`config.mk`:
```
export PLATFORM = sky130hd
export DESIGN_NAME = phs_ctrl
export DESIGN_NICKNAME = d
export VERILOG_FILES = /design/src/rtl/phs_pkg.sv /design/src/rtl/phs_ctrl.sv
export SDC_FILE = /design/constraint.sdc
export NUM_CORES = 1
export LEC_CHECK = 0
export BUFFER_PORTS_ARGS = -buffer_cell sky130_fd_sc_hd__clkbuf_2
export CAP_MARGIN = 5
export CORE_ASPECT_RATIO = 2
export CORE_MARGIN = 2
export CORE_UTILIZATION = 25
export DETAILED_ROUTE_END_ITERATION = 8
export PLACE_DENSITY = 0.42
export SLEW_MARGIN = 15
export SYNTH_ARGS = -nofsm -noshare
export SYNTH_HDL_FRONTEND = slang
export SYNTH_SLANG_ARGS = --single-unit
```
`constraint.sdc`:
```
create_clock -name core_clk -period 9.64 [get_ports core_clk]
set_clock_uncertainty 0.1 [all_clocks]
set_input_delay 0.482 -clock core_clk [delete_from_list [all_inputs] [get_ports core_clk]]
set_output_delay 0.482 -clock core_clk [all_outputs]
set_load 0.02 [all_outputs]
```
`src/rtl/phs_pkg.sv`:
```
// constants, register map and state types for the holdover and sync control block
package phs_pkg;
    localparam logic [3:0] ADDR_SYNC_CTRL = 4'h0;
    localparam logic [3:0] ADDR_HOLD_CTRL = 4'h1;
    localparam logic [3:0] ADDR_DAC_MAN = 4'h2;
    localparam logic [3:0] ADDR_DAC_TRIP = 4'h3;
    localparam logic [3:0] ADDR_LOOP1_LOCK = 4'h4;
    localparam logic [3:0] ADDR_LOOP2_LOCK = 4'h5;
    localparam logic [3:0] ADDR_DAC_DIV = 4'h6;
    localparam logic [3:0] ADDR_REF_CTRL = 4'h7;
    localparam logic [3:0] ADDR_STATUS = 4'h8;
    localparam logic [3:0] ADDR_CFG_LAST = 4'h5;
    localparam int PAIRS = 6;
    localparam int DAC_W = 10;
    localparam int CNT_W = 14;
    localparam logic [DAC_W-1:0] DAC_MID = 10'h200;
    localparam logic [DAC_W-1:0] DAC_FULL = 10'h3ff;
    localparam logic [DAC_W-1:0] DAC_STEP_50MV = 10'h00f;
    localparam logic [13:0] CNT_RST = 14'h0000;
    localparam logic [9:0] DIV_RST = 10'h0001;
    localparam logic [15:0] SYNC_CTRL_RST = 16'h0000;
    localparam logic [2:0] POLICY_PIN_SEL = 3'h3;
    localparam logic [2:0] POLICY_AUTO4 = 3'h4;
    localparam logic [2:0] POLICY_AUTO6 = 3'h6;
    typedef enum logic [2:0] {
        HS_RUN = 3'b001,
        HS_HOLD = 3'b010,
        HS_EXIT = 3'b100
    } phs_hstate_t;
endpackage : phs_pkg

```
`src/rtl/phs_ctrl.sv`:
```
// holdover, lock detect, dac and output synchronization control
`timescale 1ns/1ps
`default_nettype none
module phs_ctrl (
    input wire logic core_clk,
    input wire logic sys_rst,
    input wire logic [3:0] reg_addr,
    input wire logic [15:0] reg_wdata,
    input wire logic reg_wr,
    input wire logic reg_rd,
    output logic [15:0] reg_rdata,
    input wire logic sync_pin,
    input wire logic loop1_pd_tick,
    input wire logic [7:0] loop1_phase_err,
    input wire logic loop2_pd_tick,
    input wire logic [7:0] loop2_phase_err,
    input wire logic [9:0] loop1_tune_level,
    input wire logic ref_loss,
    input wire logic [1:0] ref_sel_pins,
    input wire logic [1:0] ref_clk_tick,
    output logic [1:0] ref_sel_sensed,
    output logic [1:0] ref_div_tick,
    output logic [5:0] pair_in_sync,
    output logic loop1_lock,
    output logic loop2_lock,
    output logic holdover_active,
    output logic dac_on,
    output logic [9:0] dac_level,
    output logic dac_update,
    output logic clock_switch
);
    typedef struct packed {
        logic [15:0] sync_ctrl;
        logic [15:0] hold_ctrl;
        logic [9:0] dac_manual_value;
        logic [15:0] dac_trip;
        logic [15:0] loop1_cfg;
        logic [15:0] loop2_cfg;
        logic [9:0] dac_div;
        logic [15:0] ref_cfg;
        logic [15:0] rdata;
        logic sync_in_q;
        logic pol_q;
        logic [5:0] pair_sync;
        logic [13:0] loop1_cnt;
        logic [13:0] loop2_cnt;
        logic [13:0] hold_cnt;
        logic l1_lock;
        logic l2_lock;
        logic [9:0] div_cnt;
        logic dac_tick;
        logic [9:0] dac;
        logic dac_pwr;
        logic sw_evt;
        phs_pkg::phs_hstate_t hst;
        logic [1:0] sel_sensed;
        logic [7:0] pre_cnt0;
        logic [7:0] pre_cnt1;
        logic [1:0] pre_tick;
    } phs_state_t;

    phs_state_t st_reg;
    phs_state_t st_next;

    // sync_ctrl fields
    logic sync_polarity_invert;
    logic sync_hold_until_loop1_lock;
    logic sync_hold_until_loop2_lock;
    logic [5:0] pair_sync_exclude;
    logic qualified_dynamic_delay;
    logic sync_enable;
    logic sync_auto;
    // hold_ctrl, dac_trip, loop lock and ref_cfg fields, then internal nets
    logic holdover_enable;
    logic holdover_force;
    logic dac_track_enable;
    logic tune_rail_detect_enable;
    logic dac_manual_enable;
    logic [2:0] ref_select_policy;
    logic [13:0] holdover_exit_count;
    logic [5:0] dac_low_threshold;
    logic [5:0] dac_high_threshold;
    logic [7:0] loop1_lock_window;
    logic [7:0] loop2_lock_window;
    logic [13:0] loop1_lock_count;
    logic [13:0] loop2_lock_count;
    logic ref_select_pin_invert;
    logic [7:0] ref_input_prescaler [2];
    logic sync_raw;
    logic sync_fire;
    logic sync_hold;
    logic rail_low;
    logic rail_high;
    logic low_thr_hit;
    logic high_thr_hit;
    logic cfg_write;

    assign sync_polarity_invert = st_reg.sync_ctrl[0];
    assign sync_hold_until_loop1_lock = st_reg.sync_ctrl[1];
    assign sync_hold_until_loop2_lock = st_reg.sync_ctrl[2];
    assign pair_sync_exclude = st_reg.sync_ctrl[8:3];
    assign qualified_dynamic_delay = st_reg.sync_ctrl[9];
    assign sync_enable = st_reg.sync_ctrl[10];
    assign sync_auto = st_reg.sync_ctrl[11];
    assign holdover_enable = st_reg.hold_ctrl[0];
    assign holdover_force = st_reg.hold_ctrl[1];
    assign dac_track_enable = st_reg.hold_ctrl[2];
    assign tune_rail_detect_enable = st_reg.hold_ctrl[3];
    assign dac_manual_enable = st_reg.hold_ctrl[4];
    assign ref_select_policy = st_reg.hold_ctrl[7:5];
    assign holdover_exit_count = {6'h00, st_reg.hold_ctrl[15:8]};
    assign dac_low_threshold = st_reg.dac_trip[5:0];
    assign dac_high_threshold = st_reg.dac_trip[13:8];
    assign loop1_lock_window = st_reg.loop1_cfg[7:0];
    assign loop1_lock_count = {6'h00, st_reg.loop1_cfg[15:8]};
    assign loop2_lock_window = st_reg.loop2_cfg[7:0];
    assign loop2_lock_count = {6'h00, st_reg.loop2_cfg[15:8]};
    assign ref_select_pin_invert = st_reg.ref_cfg[0];
    assign ref_input_prescaler[0] = {1'b0, st_reg.ref_cfg[7:1]};
    assign ref_input_prescaler[1] = st_reg.ref_cfg[15:8];

    // qualified delay mode relies on software holding sync enable set
    assign sync_raw = sync_pin ^ sync_polarity_invert;
    assign cfg_write = reg_wr && (reg_addr <= phs_pkg::ADDR_CFG_LAST);
    // thresholds are 50mV steps from ground and from the supply rail
    assign low_thr_hit = {4'h0, st_reg.dac} <= (16'(dac_low_threshold) * 16'(phs_pkg::DAC_STEP_50MV));
    assign high_thr_hit = {4'h0, phs_pkg::DAC_FULL - st_reg.dac}
        <= (16'(dac_high_threshold) * 16'(phs_pkg::DAC_STEP_50MV));
    // rail detect is only meaningful in manual dac with auto policy 4/6
    assign rail_low = tune_rail_detect_enable && low_thr_hit;
    assign rail_high = tune_rail_detect_enable && high_thr_hit;

    always_comb begin
        st_next = st_reg;
        st_next.dac_tick = 1'b0;
        st_next.sw_evt = 1'b0;
        st_next.pre_tick = 2'b00;
        if (reg_wr) begin
            case (reg_addr)
                phs_pkg::ADDR_SYNC_CTRL: st_next.sync_ctrl = reg_wdata;
                phs_pkg::ADDR_HOLD_CTRL: st_next.hold_ctrl = reg_wdata;
                phs_pkg::ADDR_DAC_MAN: st_next.dac_manual_value = reg_wdata[9:0];
                phs_pkg::ADDR_DAC_TRIP: st_next.dac_trip = reg_wdata;
                phs_pkg::ADDR_LOOP1_LOCK: st_next.loop1_cfg = reg_wdata;
                phs_pkg::ADDR_LOOP2_LOCK: st_next.loop2_cfg = reg_wdata;
                phs_pkg::ADDR_DAC_DIV: st_next.dac_div = reg_wdata[9:0];
                phs_pkg::ADDR_REF_CTRL: st_next.ref_cfg = reg_wdata;
                default: ;
            endcase
        end
        st_next.rdata = 16'h0000;
        if (reg_rd) begin
            case (reg_addr)
                phs_pkg::ADDR_SYNC_CTRL: st_next.rdata = st_reg.sync_ctrl;
                phs_pkg::ADDR_HOLD_CTRL: st_next.rdata = st_reg.hold_ctrl;
                phs_pkg::ADDR_DAC_MAN: st_next.rdata = {6'h00, st_reg.dac};
                phs_pkg::ADDR_DAC_TRIP: st_next.rdata = st_reg.dac_trip;
                phs_pkg::ADDR_LOOP1_LOCK: st_next.rdata = st_reg.loop1_cfg;
                phs_pkg::ADDR_LOOP2_LOCK: st_next.rdata = st_reg.loop2_cfg;
                phs_pkg::ADDR_DAC_DIV: st_next.rdata = {6'h00, st_reg.dac_div};
                phs_pkg::ADDR_REF_CTRL: st_next.rdata = st_reg.ref_cfg;
                phs_pkg::ADDR_STATUS: st_next.rdata = {10'h000, st_reg.sw_evt, st_reg.dac_pwr,
                    st_reg.hst == phs_pkg::HS_HOLD, st_reg.l2_lock, st_reg.l1_lock, 1'b0};
                default: st_next.rdata = 16'h0000;
            endcase
        end
        // sync: pin edge, invert-bit toggle or auto sync on config write
        st_next.sync_in_q = sync_raw;
        st_next.pol_q = sync_polarity_invert;
        sync_fire = (sync_raw && !st_reg.sync_in_q && sync_enable)
            || (sync_polarity_invert != st_reg.pol_q)
            || (sync_auto && cfg_write);
        // enable rising edge intentionally not decoded as a trigger
        sync_hold = (sync_hold_until_loop1_lock && !st_reg.l1_lock)
            || (sync_hold_until_loop2_lock && !st_reg.l2_lock);
        for (int p = 0; p < phs_pkg::PAIRS; p++) begin
            if (pair_sync_exclude[p]) begin
                st_next.pair_sync[p] = 1'b0;
            end else if (sync_fire) begin
                st_next.pair_sync[p] = 1'b1;
            end else if (!sync_hold) begin
                st_next.pair_sync[p] = 1'b0;
            end
        end
        // lock counters saturate so lock stays set while in window
        if (loop1_pd_tick) begin
            if (loop1_phase_err < loop1_lock_window) begin
                if (st_reg.loop1_cnt != 14'h3fff) begin
                    st_next.loop1_cnt = st_reg.loop1_cnt + 14'h0001;
                end
            end else begin
                st_next.loop1_cnt = phs_pkg::CNT_RST;
            end
        end
        st_next.l1_lock = (st_next.loop1_cnt >= loop1_lock_count)
            && (st_next.loop1_cnt != phs_pkg::CNT_RST);
        if (loop2_pd_tick) begin
            if (loop2_phase_err < loop2_lock_window) begin
                if (st_reg.loop2_cnt != 14'h3fff) begin
                    st_next.loop2_cnt = st_reg.loop2_cnt + 14'h0001;
                end
            end else begin
                st_next.loop2_cnt = phs_pkg::CNT_RST;
            end
        end
        st_next.l2_lock = (st_next.loop2_cnt >= loop2_lock_count)
            && (st_next.loop2_cnt != phs_pkg::CNT_RST);
        // dac update divider runs on loop1 detector ticks
        if (loop1_pd_tick) begin
            if (st_reg.div_cnt + 10'h001 >= st_reg.dac_div) begin
                st_next.div_cnt = 10'h000;
                st_next.dac_tick = 1'b1;
            end else begin
                st_next.div_cnt = st_reg.div_cnt + 10'h001;
            end
        end
        if (st_reg.dac_tick) begin
            if (st_reg.hst == phs_pkg::HS_HOLD && dac_manual_enable) begin
                st_next.dac = st_reg.dac_manual_value;
            end else if (st_reg.hst != phs_pkg::HS_HOLD && dac_track_enable) begin
                st_next.dac = loop1_tune_level;
            end
        end
        st_next.sw_evt = rail_low || rail_high;
        case (st_reg.hst)
            phs_pkg::HS_RUN: begin
                if (holdover_force
                    || (holdover_enable && (ref_loss || st_reg.sw_evt))) begin
                    st_next.hst = phs_pkg::HS_HOLD;
                    st_next.hold_cnt = phs_pkg::CNT_RST;
                end
            end
            phs_pkg::HS_HOLD: begin
                if (loop1_pd_tick) begin
                    if (loop1_phase_err < loop1_lock_window) begin
                        st_next.hold_cnt = st_reg.hold_cnt + 14'h0001;
                    end else begin
                        st_next.hold_cnt = phs_pkg::CNT_RST;
                    end
                end
                if (!holdover_force && !ref_loss && !st_reg.sw_evt
                    && st_reg.hold_cnt >= holdover_exit_count) begin
                    st_next.hst = phs_pkg::HS_EXIT;
                end
            end
            phs_pkg::HS_EXIT: st_next.hst = phs_pkg::HS_RUN;
            default: st_next.hst = phs_pkg::HS_RUN;
        endcase
        st_next.dac_pwr = holdover_force || dac_track_enable
            || st_next.hst == phs_pkg::HS_HOLD;
        st_next.sel_sensed = (ref_select_policy == phs_pkg::POLICY_PIN_SEL
            || ref_select_policy == phs_pkg::POLICY_AUTO6) && ref_select_pin_invert
            ? ~ref_sel_pins : ref_sel_pins;
        // per-input prescalers; common divider sits downstream
        if (ref_clk_tick[0]) begin
            if (st_reg.pre_cnt0 + 8'h01 >= ref_input_prescaler[0]) begin
                st_next.pre_cnt0 = 8'h00;
                st_next.pre_tick[0] = 1'b1;
            end else begin
                st_next.pre_cnt0 = st_reg.pre_cnt0 + 8'h01;
            end
        end
        if (ref_clk_tick[1]) begin
            if (st_reg.pre_cnt1 + 8'h01 >= ref_input_prescaler[1]) begin
                st_next.pre_cnt1 = 8'h00;
                st_next.pre_tick[1] = 1'b1;
            end else begin
                st_next.pre_cnt1 = st_reg.pre_cnt1 + 8'h01;
            end
        end
        // vco cal and fast detector settings are software-kept
    end

    always_ff @(posedge core_clk) begin
        if (sys_rst) begin
            st_reg <= '0;
            st_reg.sync_ctrl <= phs_pkg::SYNC_CTRL_RST;
            st_reg.dac <= phs_pkg::DAC_MID;
            st_reg.dac_div <= phs_pkg::DIV_RST;
            st_reg.hst <= phs_pkg::HS_RUN;
        end else begin
            st_reg <= st_next;
        end
    end

    assign reg_rdata = st_reg.rdata;
    assign ref_sel_sensed = st_reg.sel_sensed;
    assign ref_div_tick = st_reg.pre_tick;
    assign pair_in_sync = st_reg.pair_sync;
    assign loop1_lock = st_reg.l1_lock;
    assign loop2_lock = st_reg.l2_lock;
    assign holdover_active = st_reg.hst == phs_pkg::HS_HOLD;
    assign dac_on = st_reg.dac_pwr;
    assign dac_level = st_reg.dac;
    assign dac_update = st_reg.dac_tick;
    assign clock_switch = st_reg.sw_evt;
endmodule : phs_ctrl
`default_nettype wire

```
After elaboration in Yosys (flattened, before gate mapping)
Index checks and enable logic that the tools add are counted.
{ "word_totals": {"wordCells": 161, "out_inout_bits": 42, "input_bits": 58, "ff_bits": 230} }
{ "classes": {"n_reduce_logical": 57, "n_eq_ne": 20, "magnitude_cmp": 11, "multipliers": 2, "bitwise": 6, "n_mux": 25, "n_addsub": 7} }
{ "ops": {"columns": ["op", "n"], "rows": [
  ["$pmux 16 s9", 1],
  ["$mux 14", 9],
  ["$add 14x1->14 const B", 3],
  ["$ge 14x8->1", 3],
  ["$mux 10", 3],
  ["$ne 14x14->1 const B", 2],
  ["$pmux 14 s2", 1],
  ["$reduce_bool 14->1", 2],
  ["$le 10x10->1", 2],
  ["$mul 6x4->10 const B", 2],
  ["$reduce_or 2->1", 10],
  ["$reduce_and 2->1", 9],
  ["$logic_and 1x1->1", 17],
  ["$add 8x1->8 const B", 2],
  ["$eq 4x3->1 const B", 4],
  ["$lt 8x8->1", 2],
  ["$mux 8", 2],
  ["$add 10x1->10 const B", 1],
  ["$ge 10x10->1", 1],
  ["$sub 10x10->10 const A", 1],
  ["$eq 3x2->1 const B", 3],
  ["$logic_or 1x1->1", 9],
  ["$eq 4x2->1 const B", 2],
  ["$ge 8x7->1", 1],
  ["20 further kinds", 36]
]} }

Logic depth before layout (Yosys ltp)
{ "depth": {"word_depth": 8, "mapped_depth": 18, "mapped_depth_nobuf": 18} }

Worst setup path before layout
No wires, ideal clock.
{ "synth_timing": {"kind": "flip-flop to flip-flop", "from": "reg st_reg (netlist bit dac_low_threshold[3])", "to": "reg st_reg (netlist bit clock_switch)", "setup_ns": 0.130, "path_slack_ns": 5.912, "synth_period_minus_slack_ns": 3.728, "path_buffers": 0, "path_stages_with_launch": 18, "t_arrival_ns": 3.498, "required_time_ns": 9.410, "path_cell_list": "dfxtp_1 inv_1 fa_1 fa_1 inv_1 ha_1 a21oi_1 o21bai_1 a21oi_1 o21ai_0 xnor2_1 ha_1 nand4_1 nor2_1 a21oi_1 o211ai_1 o311a_1 nor3b_1"} }
{ "synth_between": {"elab_chain_cells": 4} }
{ "synth_rtl": {"columns": ["item", "line_no", "rtl"], "rows": [
  ["start, declared", "phs_ctrl.sv:62", "phs_state_t st_reg;"],
  ["start signal, assigned", "phs_ctrl.sv:282", "st_reg <= st_next;"],
  ["$mul 6x4->10", "phs_ctrl.sv:126", "assign low_thr_hit = {4'h0, st_reg.dac} <= (16'(dac_low_threshold) * 16'(phs_pkg::DAC_STEP_50MV));"],
  ["$le 10x10->1", "phs_ctrl.sv:126", null],
  ["$logic_and 1x1->1", "phs_ctrl.sv:130", "assign rail_low = tune_rail_detect_enable && low_thr_hit;"],
  ["$logic_or 1x1->1", "phs_ctrl.sv:224", "st_next.sw_evt = rail_low || rail_high;"]
]} }
No other way between the ends.
A chain may end at the register's enable or synchronous reset.

Worst setup path in the final report
{ "layout_timing": {"from": "reg st_reg (netlist bit dac_high_threshold[3])", "to": "reg st_reg (netlist bit clock_switch)"} }
{ "layout_between": {"elab_chain_cells": 4} }
{ "layout_rtl": {"columns": ["item", "line_no", "rtl"], "rows": [
  ["$mul 6x4->10", "phs_ctrl.sv:128", "<= (16'(dac_high_threshold) * 16'(phs_pkg::DAC_STEP_50MV));"],
  ["$le 10x10->1", "phs_ctrl.sv:128", null],
  ["$logic_and 1x1->1", "phs_ctrl.sv:131", "assign rail_high = tune_rail_detect_enable && high_thr_hit;"],
  ["$logic_or 1x1->1", "phs_ctrl.sv:224", null]
]} }
No other way between the ends.

==> results.tsv <==
stage	metric	value	unit
power_and_ir_drop	Worst VDD drop	0.1002	mV
global_routing	initial antenna violation count	4	
critical_path	R2R depth	16	
critical_path	slowest stage cell, crit path	dfxtp_1	
power_and_ir_drop	power per cell area	141.3	mW/mm^2
logic_synthesis	Synthesis Warnings	0	
timing	max_slew headroom	20.40	%
logic_synthesis	post-synth cell types	73	
clock_tree	CTS Hold Bufs	0	
critical_path	CP bufs+invs	2	
floorplanning	Starting Density	25.30	%
placement	dpl hpwl	35.54	mm
timing	post-route setup TNS	0	ps
outcome	status	completed	
route	First DRT Iteration DRCs	757	
finish	Non-Filler Instances	2325	
clock_tree	Post-CTS Resized	0	
logic_synthesis	Post-synth top flop	dfxtp_1	
clock_tree	CTS Buf Count	24	
clock_tree	postcts setup bufs	0	
clock_tree	Clock Latency Late Sink	550	ps
logic_synthesis	syn_nets	1823	
global_routing	grt ovf	0	
worst_hold_path	worst min path class	in2reg	
logic_synthesis	synthesized cell area	0.01330	mm^2
timing	count of pins over their slew limit	0	
timing	Hold WS	82.52	ps
timing	Tmin final	4162	ps
critical_path	crit end category	register	
clock_tree	H-tree Lvls	1	
floorplanning	die area	0.05516	mm^2
placement	RePlAce Congestion	0.8501	
finish	P&R area growth vs syn	11.60	%
critical_path	worst path cell trace	inv_1 -> fa_1 -> fa_1 -> inv_1 -> ha_1 -> a21oi_1 -> o21bai_1 -> a21oi_1 -> o21ai_0 -> xnor2_1 -> ha_1 -> nand4_1 -> nor3_1 -> a31oi_1 -> o311a_1 -> nor3b_1	
critical_path	CP required	9990	ps
worst_hold_path	HP Start	ref_sel_pins[0]	
finish	nets	1834	
global_routing	largest net degree at the start of global routing	76	
global_routing	Global Route Usage Sum	16.13	%
floorplanning	Core Box Area	0.05256	mm^2
placement	placed cell count	2282	
route	Routed Antenna Nets	0	
logic_synthesis	asr flop ratio synth	0	%
critical_path	r2r setup slk	5480	ps
clock_tree	CTS tree	yes	
job	total of max-cap violations	0	
critical_path	reg2reg end	clock_switch	
floorplanning	Die H	330.2	um
global_routing	first-pass GRT wire length	68.14	mm
power_and_ir_drop	leakage power	5.552	nW
logic_synthesis	Seq/Total Area, Yosys	34.63	%
critical_path	Startpoint Class	register	
logic_synthesis	Post-synth EDFFs	0	
route	detailed-route wire length	45.48	mm
floorplanning	Die W	167.1	um
route	Post-route DRC	0	
placement	IO Port Bufs	99	
clock_tree	root buffer cell	clkbuf_16	
logic_synthesis	largest cells by area after synthesis	dfxtp_1 35%, ha_1 11%, nand2_1 8.1%, a21oi_1 6.5%, inv_1 3.0%	
finish	share of cells above drive strength 1	10.55	%
critical_path	CP arrival	4510	ps
timing	RSZ-0062 raised after global routing	false	
critical_path	delay-heaviest family, CP	adder cells	
logic_synthesis	synthesized flop and latch total	230	
clock_tree	CTS max path bufs	3	
route	total number of vias	11305	
timing	Max Fclk	240.3	MHz
timing	Least-Margin Pin Slew	1193	ps
clock_tree	CTS clk-pin slew, worst paths	60	ps
logic_synthesis	top cell type's share of synthesized area	34.63	%
critical_path	r2r startpoint	dac_high_threshold[3]	
logic_synthesis	Syn Inst Count	1632	
floorplanning	# IOs	100	
timing	Fin. Hold Viols	0	
timing	fin crit share	43.17	%
route	via density per instance	4.862	
critical_path	max incr delay on CP	540	ps
global_routing	vias in the first global route	11273	
critical_path	kind of critical path	reg2reg	
finish	max FFs per register	106	
logic_synthesis	Avg Cell Area, Syn	8.148	um^2
worst_hold_path	hold path endpoint	ref_sel_sensed[0]	
timing	# setup viols final	0	
route	drt pass-1 iters	8	
logic_synthesis	Yosys top cell by area	dfxtp_1	
worst_hold_path	Min-Delay Path Depth	3	
floorplanning	Site Rows	119	
critical_path	crit path max fanout	6	
clock_tree	clock sink total	230	
route	per-cell routed wire length	19.56	um
final cells by class:
class	count	area [um^2]
timing repair buffer	110	584.3
inverter	105	394.1
tap	665	832.0
clock buffer	34	688.2
multi-input combinational	1172	7631
antenna	1	2.502
sequential	230	4604
clock inverter	8	103.9
fill	5619	37720
layout by cell type, fill, tap and decap left out, drive strengths merged, types with 7 or more instances in the layout:
cell and count:
a31oi 10, nor3 33, a32o 9, nand3 42, ha 115, a22o 9
a22oi 20, a21o 18, nor2b 19, fa 18, xor2 39, a211oi 20
and3 17, nand4 22, clkbuf 132, nand2 287, a21oi 174, o21ai 38
nand2b 26, and2 11, xnor2 30, mux2i 18, nor2 102, buf 12
a222oi 14, dfxtp 230, inv 105, nor3b 7
layer usage:
layer	up-vias	global-route usage [%]	part of all wire, %
li1	5590	-	-
met3	89	1.941	3.9
met1	5372	15.77	36
met4	4	9.314	6.1
met2	250	32.06	54
met5	-	0	0.042
worst reg2reg max path, cell delays in order (launching register included):
cell and delay [ps]:
dfxtp_1 540, inv_1 160, fa_1 490, fa_1 520, inv_1 40, ha_1 330
a21oi_1 230, o21bai_1 100, a21oi_1 240, o21ai_0 160, xnor2_1 150, ha_1 300
nand4_1 140, nor3_1 220, a31oi_1 60, o311a_1 130, nor3b_1 160
synthesized netlist by cell type (3+ instances only):
cell and instances:
nand2b_1 26, xnor2_1 30, or3_1 3, and3_1 16, o21a_1 4, nand4_1 21
nor3b_1 7, fa_1 18, o31ai_1 5, a21oi_1 174, a32o_1 9, clkbuf_1 56
buf_2 19, dfxtp_1 230, inv_1 105, a22o_2 4, nor2_1 101, mux2i_1 18
ha_1 115, nand2_1 286, o21ai_0 36, and2_1 8, nand3b_1 6, a221oi_1 3
a222oi_1 14, nand3_1 40, a211o_1 3, a211oi_1 18, nor3_1 31, a21o_1 18
and4_1 5, nor2b_1 19, xor2_1 39, or2_2 5, a22oi_1 20, buf_4 50
a41oi_1 6, a31oi_1 10, o21bai_1 6, a22o_1 5
report_power, final:
part / internal [mW] / switching (mW)
registers: 0.962 / 0.0148
logic: 0.0507 / 0.106
clock network: 0.551 / 0.414
total: 1.56 / 0.534
cell families (layout without fill, tap and decap cells):
family	Yosys count	count (layout)	share of synthesized area, %
and+or+nand+nor	595	595	20.64
AOI/OAI and AO/OA	356	356	17.13
DFF	230	230	34.63
buffers and inverters	230	257	8.082
adders and majority gates	133	133	13.53
xor gates and xnor gates	69	69	4.545
muxes	19	19	1.440
other	0	1	0
worst max path at each step:
stage                                      from            to  slack (ps)  depth (start not counted)
final                     dac_high_threshold[3]  clock_switch        5480                         16
after floorplan            dac_low_threshold[3]  clock_switch        5910                         17
after global routing       dac_low_threshold[3]  clock_switch        5150                         17
after global placement       loop1_phase_err[1]    loop1_lock        5350                         17
after detailed placement     loop1_phase_err[1]    loop1_lock        5370                         17
after CTS                  dac_low_threshold[3]  clock_switch        5450                         17
metrics by stage:
stage | setup WS (ps) | util, % | total power [mW] | instance area [um^2]
floorplan | 5912 | - | 1.095 | 13300
global placement | 5350 | 26.72 | 1.155 | 14050
detailed placement | 5369 | 26.72 | 1.156 | 14050
CTS | 5453 | 28.23 | 2.124 | 14840
global route | 5146 | 28.24 | 2.171 | 14840
finish | 5478 | 28.24 | 2.098 | 14840
Power figures use the tool's default switching activity.
